**config.mk**
```make
export PLATFORM = sky130hd
export DESIGN_NAME = emulation_mode_config
export DESIGN_NICKNAME = d
export VERILOG_FILES = /design/src/verilog/cap_pulse_counter.v /design/src/verilog/emulation_mode_config.v
export VERILOG_INCLUDE_DIRS = /design/src /design/src/shared
export SDC_FILE = /design/constraint.sdc
export NUM_CORES = 1
export LEC_CHECK = 0
export BUFFER_PORTS_ARGS = -buffer_cell sky130_fd_sc_hd__buf_2
export CAP_MARGIN = 20
export CORE_AREA = 2 2 88 90
export DETAILED_ROUTE_END_ITERATION = 6
export DIE_AREA = 0 0 90 92
export MAX_ROUTING_LAYER = met4
export SYNTH_ARGS = -nofsm -noshare
export SYNTH_HDL_FRONTEND = slang
export SYNTH_HIERARCHICAL = 1
export SYNTH_SLANG_ARGS = --single-unit
```
**constraint.sdc**
```tcl
create_clock -name core_clk -period 2.15 [get_ports core_clk]
set_clock_uncertainty 0.2 [all_clocks]
set_input_delay 0.1075 -clock core_clk [delete_from_list [all_inputs] [get_ports core_clk]]
set_output_delay 0.1075 -clock core_clk [all_outputs]
set_load 0.1 [all_outputs]
```
**src/shared/emu_consts.vh**
```
`ifndef EMU_CONSTS_VH
`define EMU_CONSTS_VH
// Emulation settings register fields
`define EMU_EN_BIT 7
`define EMU_MOD_BIT 6
`define EMU_PWR_HI 5
`define EMU_PWR_LO 4
`define EMU_DEV_BIT 3
`define EMU_FRQ_HI 2
`define EMU_FRQ_LO 0
`define EMU_RESET 8'h00
// Capacitor field of the primary config register
`define CAP_HI 4
`define CAP_LO 0
`define CAP_RESET 5'h00
// Modulation and deviation codes
`define MOD_ASK 1'b0
`define MOD_FSK 1'b1
`define DEV_16K 1'b0
`define DEV_50K 1'b1
// Power step attenuation in dB below maximum
`define PWR_ATT_0 4'h0
`define PWR_ATT_1 4'h3
`define PWR_ATT_2 4'h6
`define PWR_ATT_3 4'ha
// Divide ratios: 8-bit integer, 8-bit fraction (x/256), nearest step
`define DIV_NONE 16'h0000
`define DIV_F1 16'h13b0
`define DIV_F2 16'h1b1a
`define DIV_F3 16'h1860
`define DIV_F4 16'h1a20
`define DIV_F5 16'h1740
`define DIV_F6 16'h1590
`define DIV_F7 16'h1b1f
`endif

```
**src/verilog/cap_pulse_counter.v**
```verilog
`timescale 1ns/1ps
`default_nettype none
// Counts data-pin pulses while enable is low; first pulse clears and latches freq.
module cap_pulse_counter (
  input wire core_clk,
  input wire nrst,
  input wire ce,
  input wire enable_pin,
  input wire din_pin,
  input wire [2:0] freq_code,
  output reg [4:0] cap_q,
  output reg [2:0] cap_freq_q
);
  reg din_q;
  reg first_q;
  reg [4:0] cnt_q;
  reg [2:0] freq_pend_q;
  reg en_q;
  wire rise = din_pin & ~din_q;
  always @(posedge core_clk or negedge nrst) begin
    if (!nrst) begin
      din_q <= 1'b0;
      first_q <= 1'b1;
      cnt_q <= 5'h00;
      freq_pend_q <= 3'h0;
      en_q <= 1'b1;
      cap_q <= 5'h00;
      cap_freq_q <= 3'h0;
    end else if (ce) begin
      din_q <= din_pin;
      en_q <= enable_pin;
      if (!enable_pin) begin
        if (en_q)
          first_q <= 1'b1;
        else if (rise) begin
          if (first_q) begin
            first_q <= 1'b0;
            cnt_q <= 5'h00;
            freq_pend_q <= freq_code;
          end else if (cnt_q != 5'h1f) begin
            cnt_q <= cnt_q + 5'h01;
          end
        end
      end else if (!en_q && !first_q) begin
        // Count and frequency commit together, so the old pair stays whole while counting
        cap_q <= cnt_q;
        cap_freq_q <= freq_pend_q;
      end
    end
  end
endmodule // cap_pulse_counter
`default_nettype wire

```
**src/verilog/emulation_mode_config.v**
```verilog
`timescale 1ns/1ps
`default_nettype none
`include "emu_consts.vh"
module emulation_mode_config (
  input wire core_clk,
  input wire nrst,
  input wire ce,
  input wire emu_wr,
  input wire [7:0] emu_wdata,
  input wire cap_wr,
  input wire [4:0] cap_wdata,
  input wire enable_pin,
  input wire din_pin,
  input wire freq_select_pin_a,
  input wire freq_select_pin_b,
  input wire freq_select_pin_c,
  input wire spi_mod,
  input wire [1:0] spi_pwr,
  input wire spi_dev,
  input wire [15:0] spi_div,
  output wire [7:0] emulation_settings,
  output wire [4:0] primary_cap,
  output reg emu_active,
  output reg mod_fsk,
  output reg [3:0] pwr_atten_db,
  output reg dev_50k,
  output reg [15:0] div_ratio,
  output reg [4:0] pa_cap
);
  reg [7:0] emu_q;
  reg [4:0] capreg_q;
  wire [4:0] pulse_cap;
  wire [2:0] pulse_freq;
  // Emulation is an SPI-mode feature; any frequency pin high means manual mode
  wire spi_mode = ~(freq_select_pin_a | freq_select_pin_b | freq_select_pin_c);
  wire emu_on = emu_q[`EMU_EN_BIT] & spi_mode;
  wire [2:0] frq = emu_q[`EMU_FRQ_HI:`EMU_FRQ_LO];
  wire cap_written = (capreg_q != `CAP_RESET);
  wire pulse_hit = emu_on & (pulse_freq == frq) & (frq != 3'h0);
  reg mod_d;
  reg dev_d;
  reg [1:0] pwr;
  reg [3:0] att_d;
  reg [15:0] fixed_div;
  reg [15:0] div_d;
  reg [4:0] cap_d;

  // Emulation settings register
  always @(posedge core_clk or negedge nrst) begin
    if (!nrst) begin
      emu_q <= `EMU_RESET;
    end else if (ce) begin
      if (emu_wr) begin
        emu_q <= emu_wdata;
      end
    end
  end

  // Only the capacitor field of the primary config register lives here
  always @(posedge core_clk or negedge nrst) begin
    if (!nrst) begin
      capreg_q <= `CAP_RESET;
    end else if (ce) begin
      if (cap_wr) begin
        capreg_q <= cap_wdata;
      end
    end
  end

  // Pulse programming runs in any mode; its result is used only in emulation
  cap_pulse_counter u_pulse (
    .core_clk(core_clk),
    .nrst(nrst),
    .ce(ce),
    .enable_pin(enable_pin),
    .din_pin(din_pin),
    .freq_code(frq),
    .cap_q(pulse_cap),
    .cap_freq_q(pulse_freq)
  );

  // Each emulation bit stands in for one manual pin
  always @* begin
    if (emu_on) begin
      mod_d = emu_q[`EMU_MOD_BIT];
    end else begin
      mod_d = spi_mod;
    end
  end

  always @* begin
    if (emu_on) begin
      dev_d = emu_q[`EMU_DEV_BIT];
    end else begin
      dev_d = spi_dev;
    end
  end

  always @* begin
    if (emu_on) begin
      pwr = emu_q[`EMU_PWR_HI:`EMU_PWR_LO];
    end else begin
      pwr = spi_pwr;
    end
  end

  // Attenuation in dB below full power
  always @* begin
    case (pwr)
      2'b00: att_d = `PWR_ATT_0;
      2'b01: att_d = `PWR_ATT_1;
      2'b10: att_d = `PWR_ATT_2;
      2'b11: att_d = `PWR_ATT_3;
      default: att_d = `PWR_ATT_0;
    endcase
  end

  // Ratios are held to the nearest 1/256 step, a small fixed frequency error
  always @* begin
    case (frq)
      3'h1: fixed_div = `DIV_F1;
      3'h2: fixed_div = `DIV_F2;
      3'h3: fixed_div = `DIV_F3;
      3'h4: fixed_div = `DIV_F4;
      3'h5: fixed_div = `DIV_F5;
      3'h6: fixed_div = `DIV_F6;
      3'h7: fixed_div = `DIV_F7;
      default: fixed_div = `DIV_NONE;
    endcase
  end

  always @* begin
    if (emu_on) begin
      div_d = fixed_div;
    end else begin
      div_d = spi_div;
    end
  end

  // Pulse value applies only on the frequency it was latched for
  always @* begin
    if (cap_written) begin
      cap_d = capreg_q;
    end else if (pulse_hit) begin
      cap_d = pulse_cap;
    end else begin
      cap_d = `CAP_RESET;
    end
  end

  // Every setting leaves through a flop, so the analog side never sees a decode glitch
  always @(posedge core_clk or negedge nrst) begin
    if (!nrst) begin
      emu_active <= 1'b0;
    end else if (ce) begin
      emu_active <= emu_on;
    end
  end

  always @(posedge core_clk or negedge nrst) begin
    if (!nrst) begin
      mod_fsk <= `MOD_ASK;
    end else if (ce) begin
      mod_fsk <= mod_d;
    end
  end

  always @(posedge core_clk or negedge nrst) begin
    if (!nrst) begin
      pwr_atten_db <= `PWR_ATT_0;
    end else if (ce) begin
      pwr_atten_db <= att_d;
    end
  end

  always @(posedge core_clk or negedge nrst) begin
    if (!nrst) begin
      dev_50k <= `DEV_16K;
    end else if (ce) begin
      dev_50k <= dev_d;
    end
  end

  always @(posedge core_clk or negedge nrst) begin
    if (!nrst) begin
      div_ratio <= `DIV_NONE;
    end else if (ce) begin
      div_ratio <= div_d;
    end
  end

  always @(posedge core_clk or negedge nrst) begin
    if (!nrst) begin
      pa_cap <= `CAP_RESET;
    end else if (ce) begin
      pa_cap <= cap_d;
    end
  end

  assign emulation_settings = emu_q;
  assign primary_cap = capreg_q;
endmodule // emulation_mode_config
`default_nettype wire
```
[After elaboration in Yosys (flattened, before gate mapping)]
Index checks and enable logic that the tools add are counted.
Word-level totals
  bits of input ports: 43
  register bits: 60
  output and inout bits: 41
Operators by class
  eq/ne operators: 12
  bitwise logic cells: 10
  add/sub/neg operators: 1
  muxes and demuxes: 12
  reduce and logical (&&, ||, !) cells: 14
Operators with widths (number)
  13-bit one-hot mux with 7 select lines: 1
  5-bit 2-to-1 mux: 4
  16-bit 2-to-1 mux: 1
  4-bit one-hot mux with 4 select lines: 1
  3-bit == test (second input constant): 4
  5-bit AND reduction: 2
  3-bit by 2-bit == test with 1-bit output (second input constant): 2
  3-bit AND reduction: 2
  5-bit by 1-bit adder with 5-bit output (second input constant): 1
  5-bit != test (second input constant): 1
  5-bit nonzero test: 1
  1-bit bitwise AND: 4
  2-bit == test (second input constant): 2
  1-bit 2-to-1 mux: 4
  1-bit inverter: 4
  2-bit AND reduction: 2
  2-bit nonzero test: 2
  3-bit by 1-bit == test with 1-bit output (second input constant): 1
  3-bit == test: 1
  3-bit nonzero test: 1
  2-bit by 1-bit == test with 1-bit output (second input constant): 1
  1-bit zero test: 2
  2-bit zero test: 1
  2-bit 2-to-1 mux: 1
  2 further kinds: 3

[Logic depth before layout (Yosys ltp)]
  depth in word-level cells: 8
  mapped depth: 6
  mapped depth without buffers: 6

[By module]
Netlist, hierarchy kept.
By module, submodules not included
  emulation_mode_config: area an instance 1926.8 sq um, cells an instance 180, instances 1
  cap_pulse_counter: area an instance 900.9 sq um, cells an instance 69, instances 1

[Worst setup path after synthesis]
No wires, ideal clock.
  path kind: flip-flop to flip-flop
  start: register emu_q[7], in the netlist emulation_settings[7]
  end: register div_ratio[1]
  data arrival time: 2.261 ns
  path buffers: 1
  setup slack: -0.393 ns
  period minus slack after synthesis: 2.543 ns
  library setup time: 0.082 ns
  stages on the path, launching flop included: 5
  path through: dfrtp_1 > or4b_4 > buf_6 > or4_4 > a31oi_1
On the way
  cells in the longest elaborated chain, start to end: 2
RTL lines
  from (decl): line emulation_mode_config.v:30  | reg [7:0] emu_q;
  from (signal assigned): line emulation_mode_config.v:51  | emu_q <= `EMU_RESET;
  from (signal assigned): line emulation_mode_config.v:54  | emu_q <= emu_wdata;
  1-bit bitwise AND: line emulation_mode_config.v:36  | wire emu_on = emu_q[`EMU_EN_BIT] & spi_mode;
  16-bit 2-to-1 mux: line emulation_mode_config.v:133  | if (emu_on) begin
  to (signal assigned): line emulation_mode_config.v:186  | div_ratio <= `DIV_NONE;
  to (signal assigned): line emulation_mode_config.v:188  | div_ratio <= div_d;
  to (decl): line emulation_mode_config.v:27  | output reg [15:0] div_ratio,
Every way passes these cells.
A chain may end at the register's enable or synchronous reset.

[Final worst setup path]
  start: register u_pulse.cnt_q[0]
  end: register u_pulse.cnt_q[3]
On the way
  cells in the longest elaborated chain, start to end: 3
  elaborated cells on any way between the ends: 6
  those cells by class: add/sub: 1; eq/ne: 1; mux: 2; reduce/logical: 2
RTL lines
  from (decl): line cap_pulse_counter.v:16  | reg [4:0] cnt_q;
  from (signal assigned): line cap_pulse_counter.v:41  | cnt_q <= cnt_q + 5'h01;
  5-bit by 1-bit adder with 5-bit output or 5-bit != test (tied branches): line cap_pulse_counter.v:41, cap_pulse_counter.v:40
  5-bit 2-to-1 mux or 2-bit nonzero test (tied branches)
  5-bit 2-to-1 mux or 5-bit AND reduction (tied branches)
Parallel ways exist; a longest one is shown, timed or not. The select of a mux whose other input is x is not followed.

==> results.sh <==
export IMPL_hold_path_class="in2reg"
export IMPL_regToRegSetupSlack_ns=0.18
export IMPL_swShare_pct=41.4
export IMPL_rsz0062_at_grt="false"
export IMPL_cts_resized=0
export IMPL_pre_cts_slack_ns=0.195
export IMPL_vias=2334
export IMPL_antenna_found_initial=0
export IMPL_fmax_mhz=507
export IMPL_critPathArrivalTime_ns=2.03
export IMPL_async_flop_share_pct=100
export IMPL_insertion_delay_ns=0.34
export IMPL_worst_slack_ns=0.176
export IMPL_startpoint_type="register"
export IMPL_cap_violations=0
export IMPL_drive_above_1_share_pct=41.8
export IMPL_seqCellArea_um2=1510
export IMPL_grt_pass1_wl_mm=11.5
export IMPL_routed_wl_mm=6.86
export IMPL_p_switching_uw=1750
export IMPL_area_growth_syn_to_layout_pct=40.1
export IMPL_crit_required_ns=2.20
export IMPL_yosys_register_bits=60
export IMPL_synth_area_leaders="dfrtp_1 51%, mux2_2 12%, nand2_1 2.5%"
export IMPL_syn_nets=294
export IMPL_gr_usage_met1_pct=22.3
export IMPL_cts_path_max_buffers=2
export IMPL_dieHeight_um=92
export IMPL_synth_area_um2=2830
export IMPL_fillers=686
export IMPL_layout_min_cycle_time_ns=1.97
export IMPL_layoutNonFillerInstCount=482
export IMPL_crit_path_max_incr_delay_ns=0.42
export IMPL_final_common_cell="buf_2"
export IMPL_setup_viol=0
export IMPL_cp_slowest_cell="dfrtp_1"
export IMPL_timing_setup_tns_ns=0
export IMPL_hpwlAfterDp_mm=4.75
export IMPL_antennaDiodeCount=0
export IMPL_status="complete, no violations"
export IMPL_grt_overflow=0
export IMPL_grtUsageTotal_pct=18.0
export IMPL_cts_sinks=60
export IMPL_initial_core_util_pct=38.0
export IMPL_synth_edf_count=0
export IMPL_power_uw=4230
export IMPL_multi_input_area_um2=1230
export IMPL_yosys_cell_types_count=46
export IMPL_cts_tree="done"
export IMPL_grt_pass1_vias=2385
export IMPL_crit_cells=6
export IMPL_drt_pass1_iterations=4
export IMPL_syn_area_per_cell_um2=11.4
export IMPL_hold_viol_final=0
export IMPL_post_place_cells=429
export IMPL_startpoint="u_pulse/cnt_q[0]"
export IMPL_cts_buffers=9
export IMPL_p_clk_share_pct=24.4
export IMPL_wire_per_inst_um=14.2
export IMPL_power_density_nw_per_um2=1070
export IMPL_gp_congestion=0.898
export IMPL_cp_common_cell="ha_1"
export IMPL_crit_type="reg2reg"
export IMPL_nNetsFinal=420
export IMPL_worst_slew_pin_slew_ns=0.620
export IMPL_mostFrequentLayoutCells="83 x buf_2, 54 x dfrtp_1, 36 x dlygate4sd3_1"
export IMPL_rows=32
export IMPL_peakVddDrop_mv=0.610
export IMPL_r2r_cells=6
export IMPL_crit_chain="ha_1 -> and3_1 -> ha_1 -> nand4b_1 -> or3_1 -> o211ai_1"
export IMPL_p_seq_share_pct=37.6
export IMPL_ant_nets=0
export IMPL_internal_power_uw=2480
export IMPL_final_area_um2=3960
export IMPL_yosysTopAreaCell="dfrtp_1"
export IMPL_clk_transition_reported_paths_ns=0.06
export IMPL_drc_errors=0
export IMPL_synthCells=249
export IMPL_ys_flop_type="dfrtp_1"
export IMPL_vias_per_cell=4.84
export IMPL_slew_viol_final=0
export IMPL_port_buffers=83
export IMPL_timing_rr_start="u_pulse/cnt_q[0]"
export IMPL_grt_busiest_layer="met2"
export IMPL_synth_top_area_share_pct=51.3
export IMPL_comb_power_share_pct=38.0
export IMPL_grt_max_degree=42
export IMPL_cp_endpoint="u_pulse/cnt_q[3]"
export IMPL_core_um2=7450
export IMPL_finalCritPeriodShare_pct=91.8
export IMPL_path_max_fanout=5
export IMPL_pin_count=84
export IMPL_yosysWarningCount=6
export IMPL_path_buf_inv=0
export IMPL_max_slew_margin_rel_pct=58.5
export IMPL_design_die_area_um2=8280
export IMPL_drt_iter0_markers=63
export IMPL_die_w_um=90
export IMPL_power_leakage_uw=0.00177
export IMPL_use_met2_pct=28.4
export IMPL_cts_root_buffer="clkbuf_8"
export IMPL_use_met3_pct=5.92
export IMPL_dpl_instance_area_um2=3390
export IMPL_synth_seq_area_share_pct=53.2
export IMPL_r2r_end="u_pulse/cnt_q[3]"
export IMPL_critPathTopFamily="simple AND/OR/NAND/NOR gates"
export IMPL_cp_end_kind="register"
export IMPL_hp_start="ce"
export IMPL_h_tree_depth=3
-- state kept, by name, summed over array words and instances (netlist names) --
register and flops:
dev_50k 1, div_ratio 16, emu_active 1, emulation_settings 8
mod_fsk 1, pa_cap 5, primary_cap 5, pwr_atten_db 4
u_pulse/cap_freq_q 3, u_pulse/cap_q 5, u_pulse/cnt_q 5, u_pulse/din_q 1
u_pulse/en_q 1, u_pulse/first_q 1, u_pulse/freq_pend_q 3
-- cells in the mapped netlist, types with 2 or more instances --
master,count
mux2_2,31
inv_1,9
mux2_4,3
o211ai_1,4
nand2b_1,2
a21oi_1,9
clkbuf_1,10
xor2_1,3
a31oi_1,9
buf_2,2
dfstp_2,2
or3_1,3
ha_1,2
nand3b_1,6
nor3_1,4
nor2_1,17
nand3_1,8
mux2i_1,2
o21ai_0,14
xnor2_1,2
nand2_1,19
nor2b_1,3
dfrtp_1,58
a31o_2,5
-- what timing repair did --
action                     in CTS  in global routing
hold endpoints to repair       75                  0
hold buffers                   36                  0
buffers inserted                0                  1
setup endpoints to repair       0                  1
-- worst min path at each step --
stage / endpoint / slack [ns] / depth (start not counted)
after floorplan: dev_50k / -0.39 / 0
after global placement: div_ratio[14] / -0.10 / 1
after detailed placement: div_ratio[14] / -0.1 / 1
after CTS: u_pulse/first_q / 0.006 / 3
after global routing: u_pulse/first_q / 0.03 / 3
final: u_pulse/first_q / 0.02 / 3
-- routing by layer --
layer / vias to the layer above / wire, µm / part of all wire (%)
met3: 7 / 373 / 5.4
met1: 1113 / 3210 / 47
met5: - / 0 / 0
met2: 72 / 3210 / 47
met4: 0 / 73 / 1.1
li1: 1142 / - / -
-- cell type report --
class                   count  share of cell area [%]
clock buffers              13                    4.01
clock inverters             3                    1.14
inverters                   9                   0.853
multi-input cells         166                    31.1
flip-flops and latches     60                    38.2
well taps                 102                    3.22
repair buffers            129                    21.5
-- tightest hold or removal path, stage by stage --
cell       delay, ns
buf_2           0.13
nand4bb_4       0.14
a32o_1          0.13
-- logic make-up after synthesis --
family	synth area share [%]
adder cells (fa/ha/maj)	0.885
flip-flops	53.2
AND/OR/NAND/NOR	15.0
multiplexers	14.6
buffers and inverters	3.41
AO/OA/AOI/OAI	11.3
XOR/XNOR	1.55
-- power groups by stage --
stage | sequential [µW] | clock (µW) | combinational [µW]
CTS | 1590 | 1070 | 1600
global placement | 1600 | 0 | 1530
detailed placement | 1610 | 0 | 1550
finish | 1590 | 1030 | 1600
global route | 1630 | 1110 | 1710
floorplan | 2260 | 0 | 559
-- stage by stage --
step           util (%)  hold slack (ns)
2_1_floorplan         -           -0.388
3_3_place_gp       45.5           -0.104
3_5_place_dp       45.5          -0.0975
4_1_cts            53.1          0.00605
5_1_grt            53.2           0.0286
6_report           53.2           0.0171
Note: power is estimated with default switching activity, not from simulation.
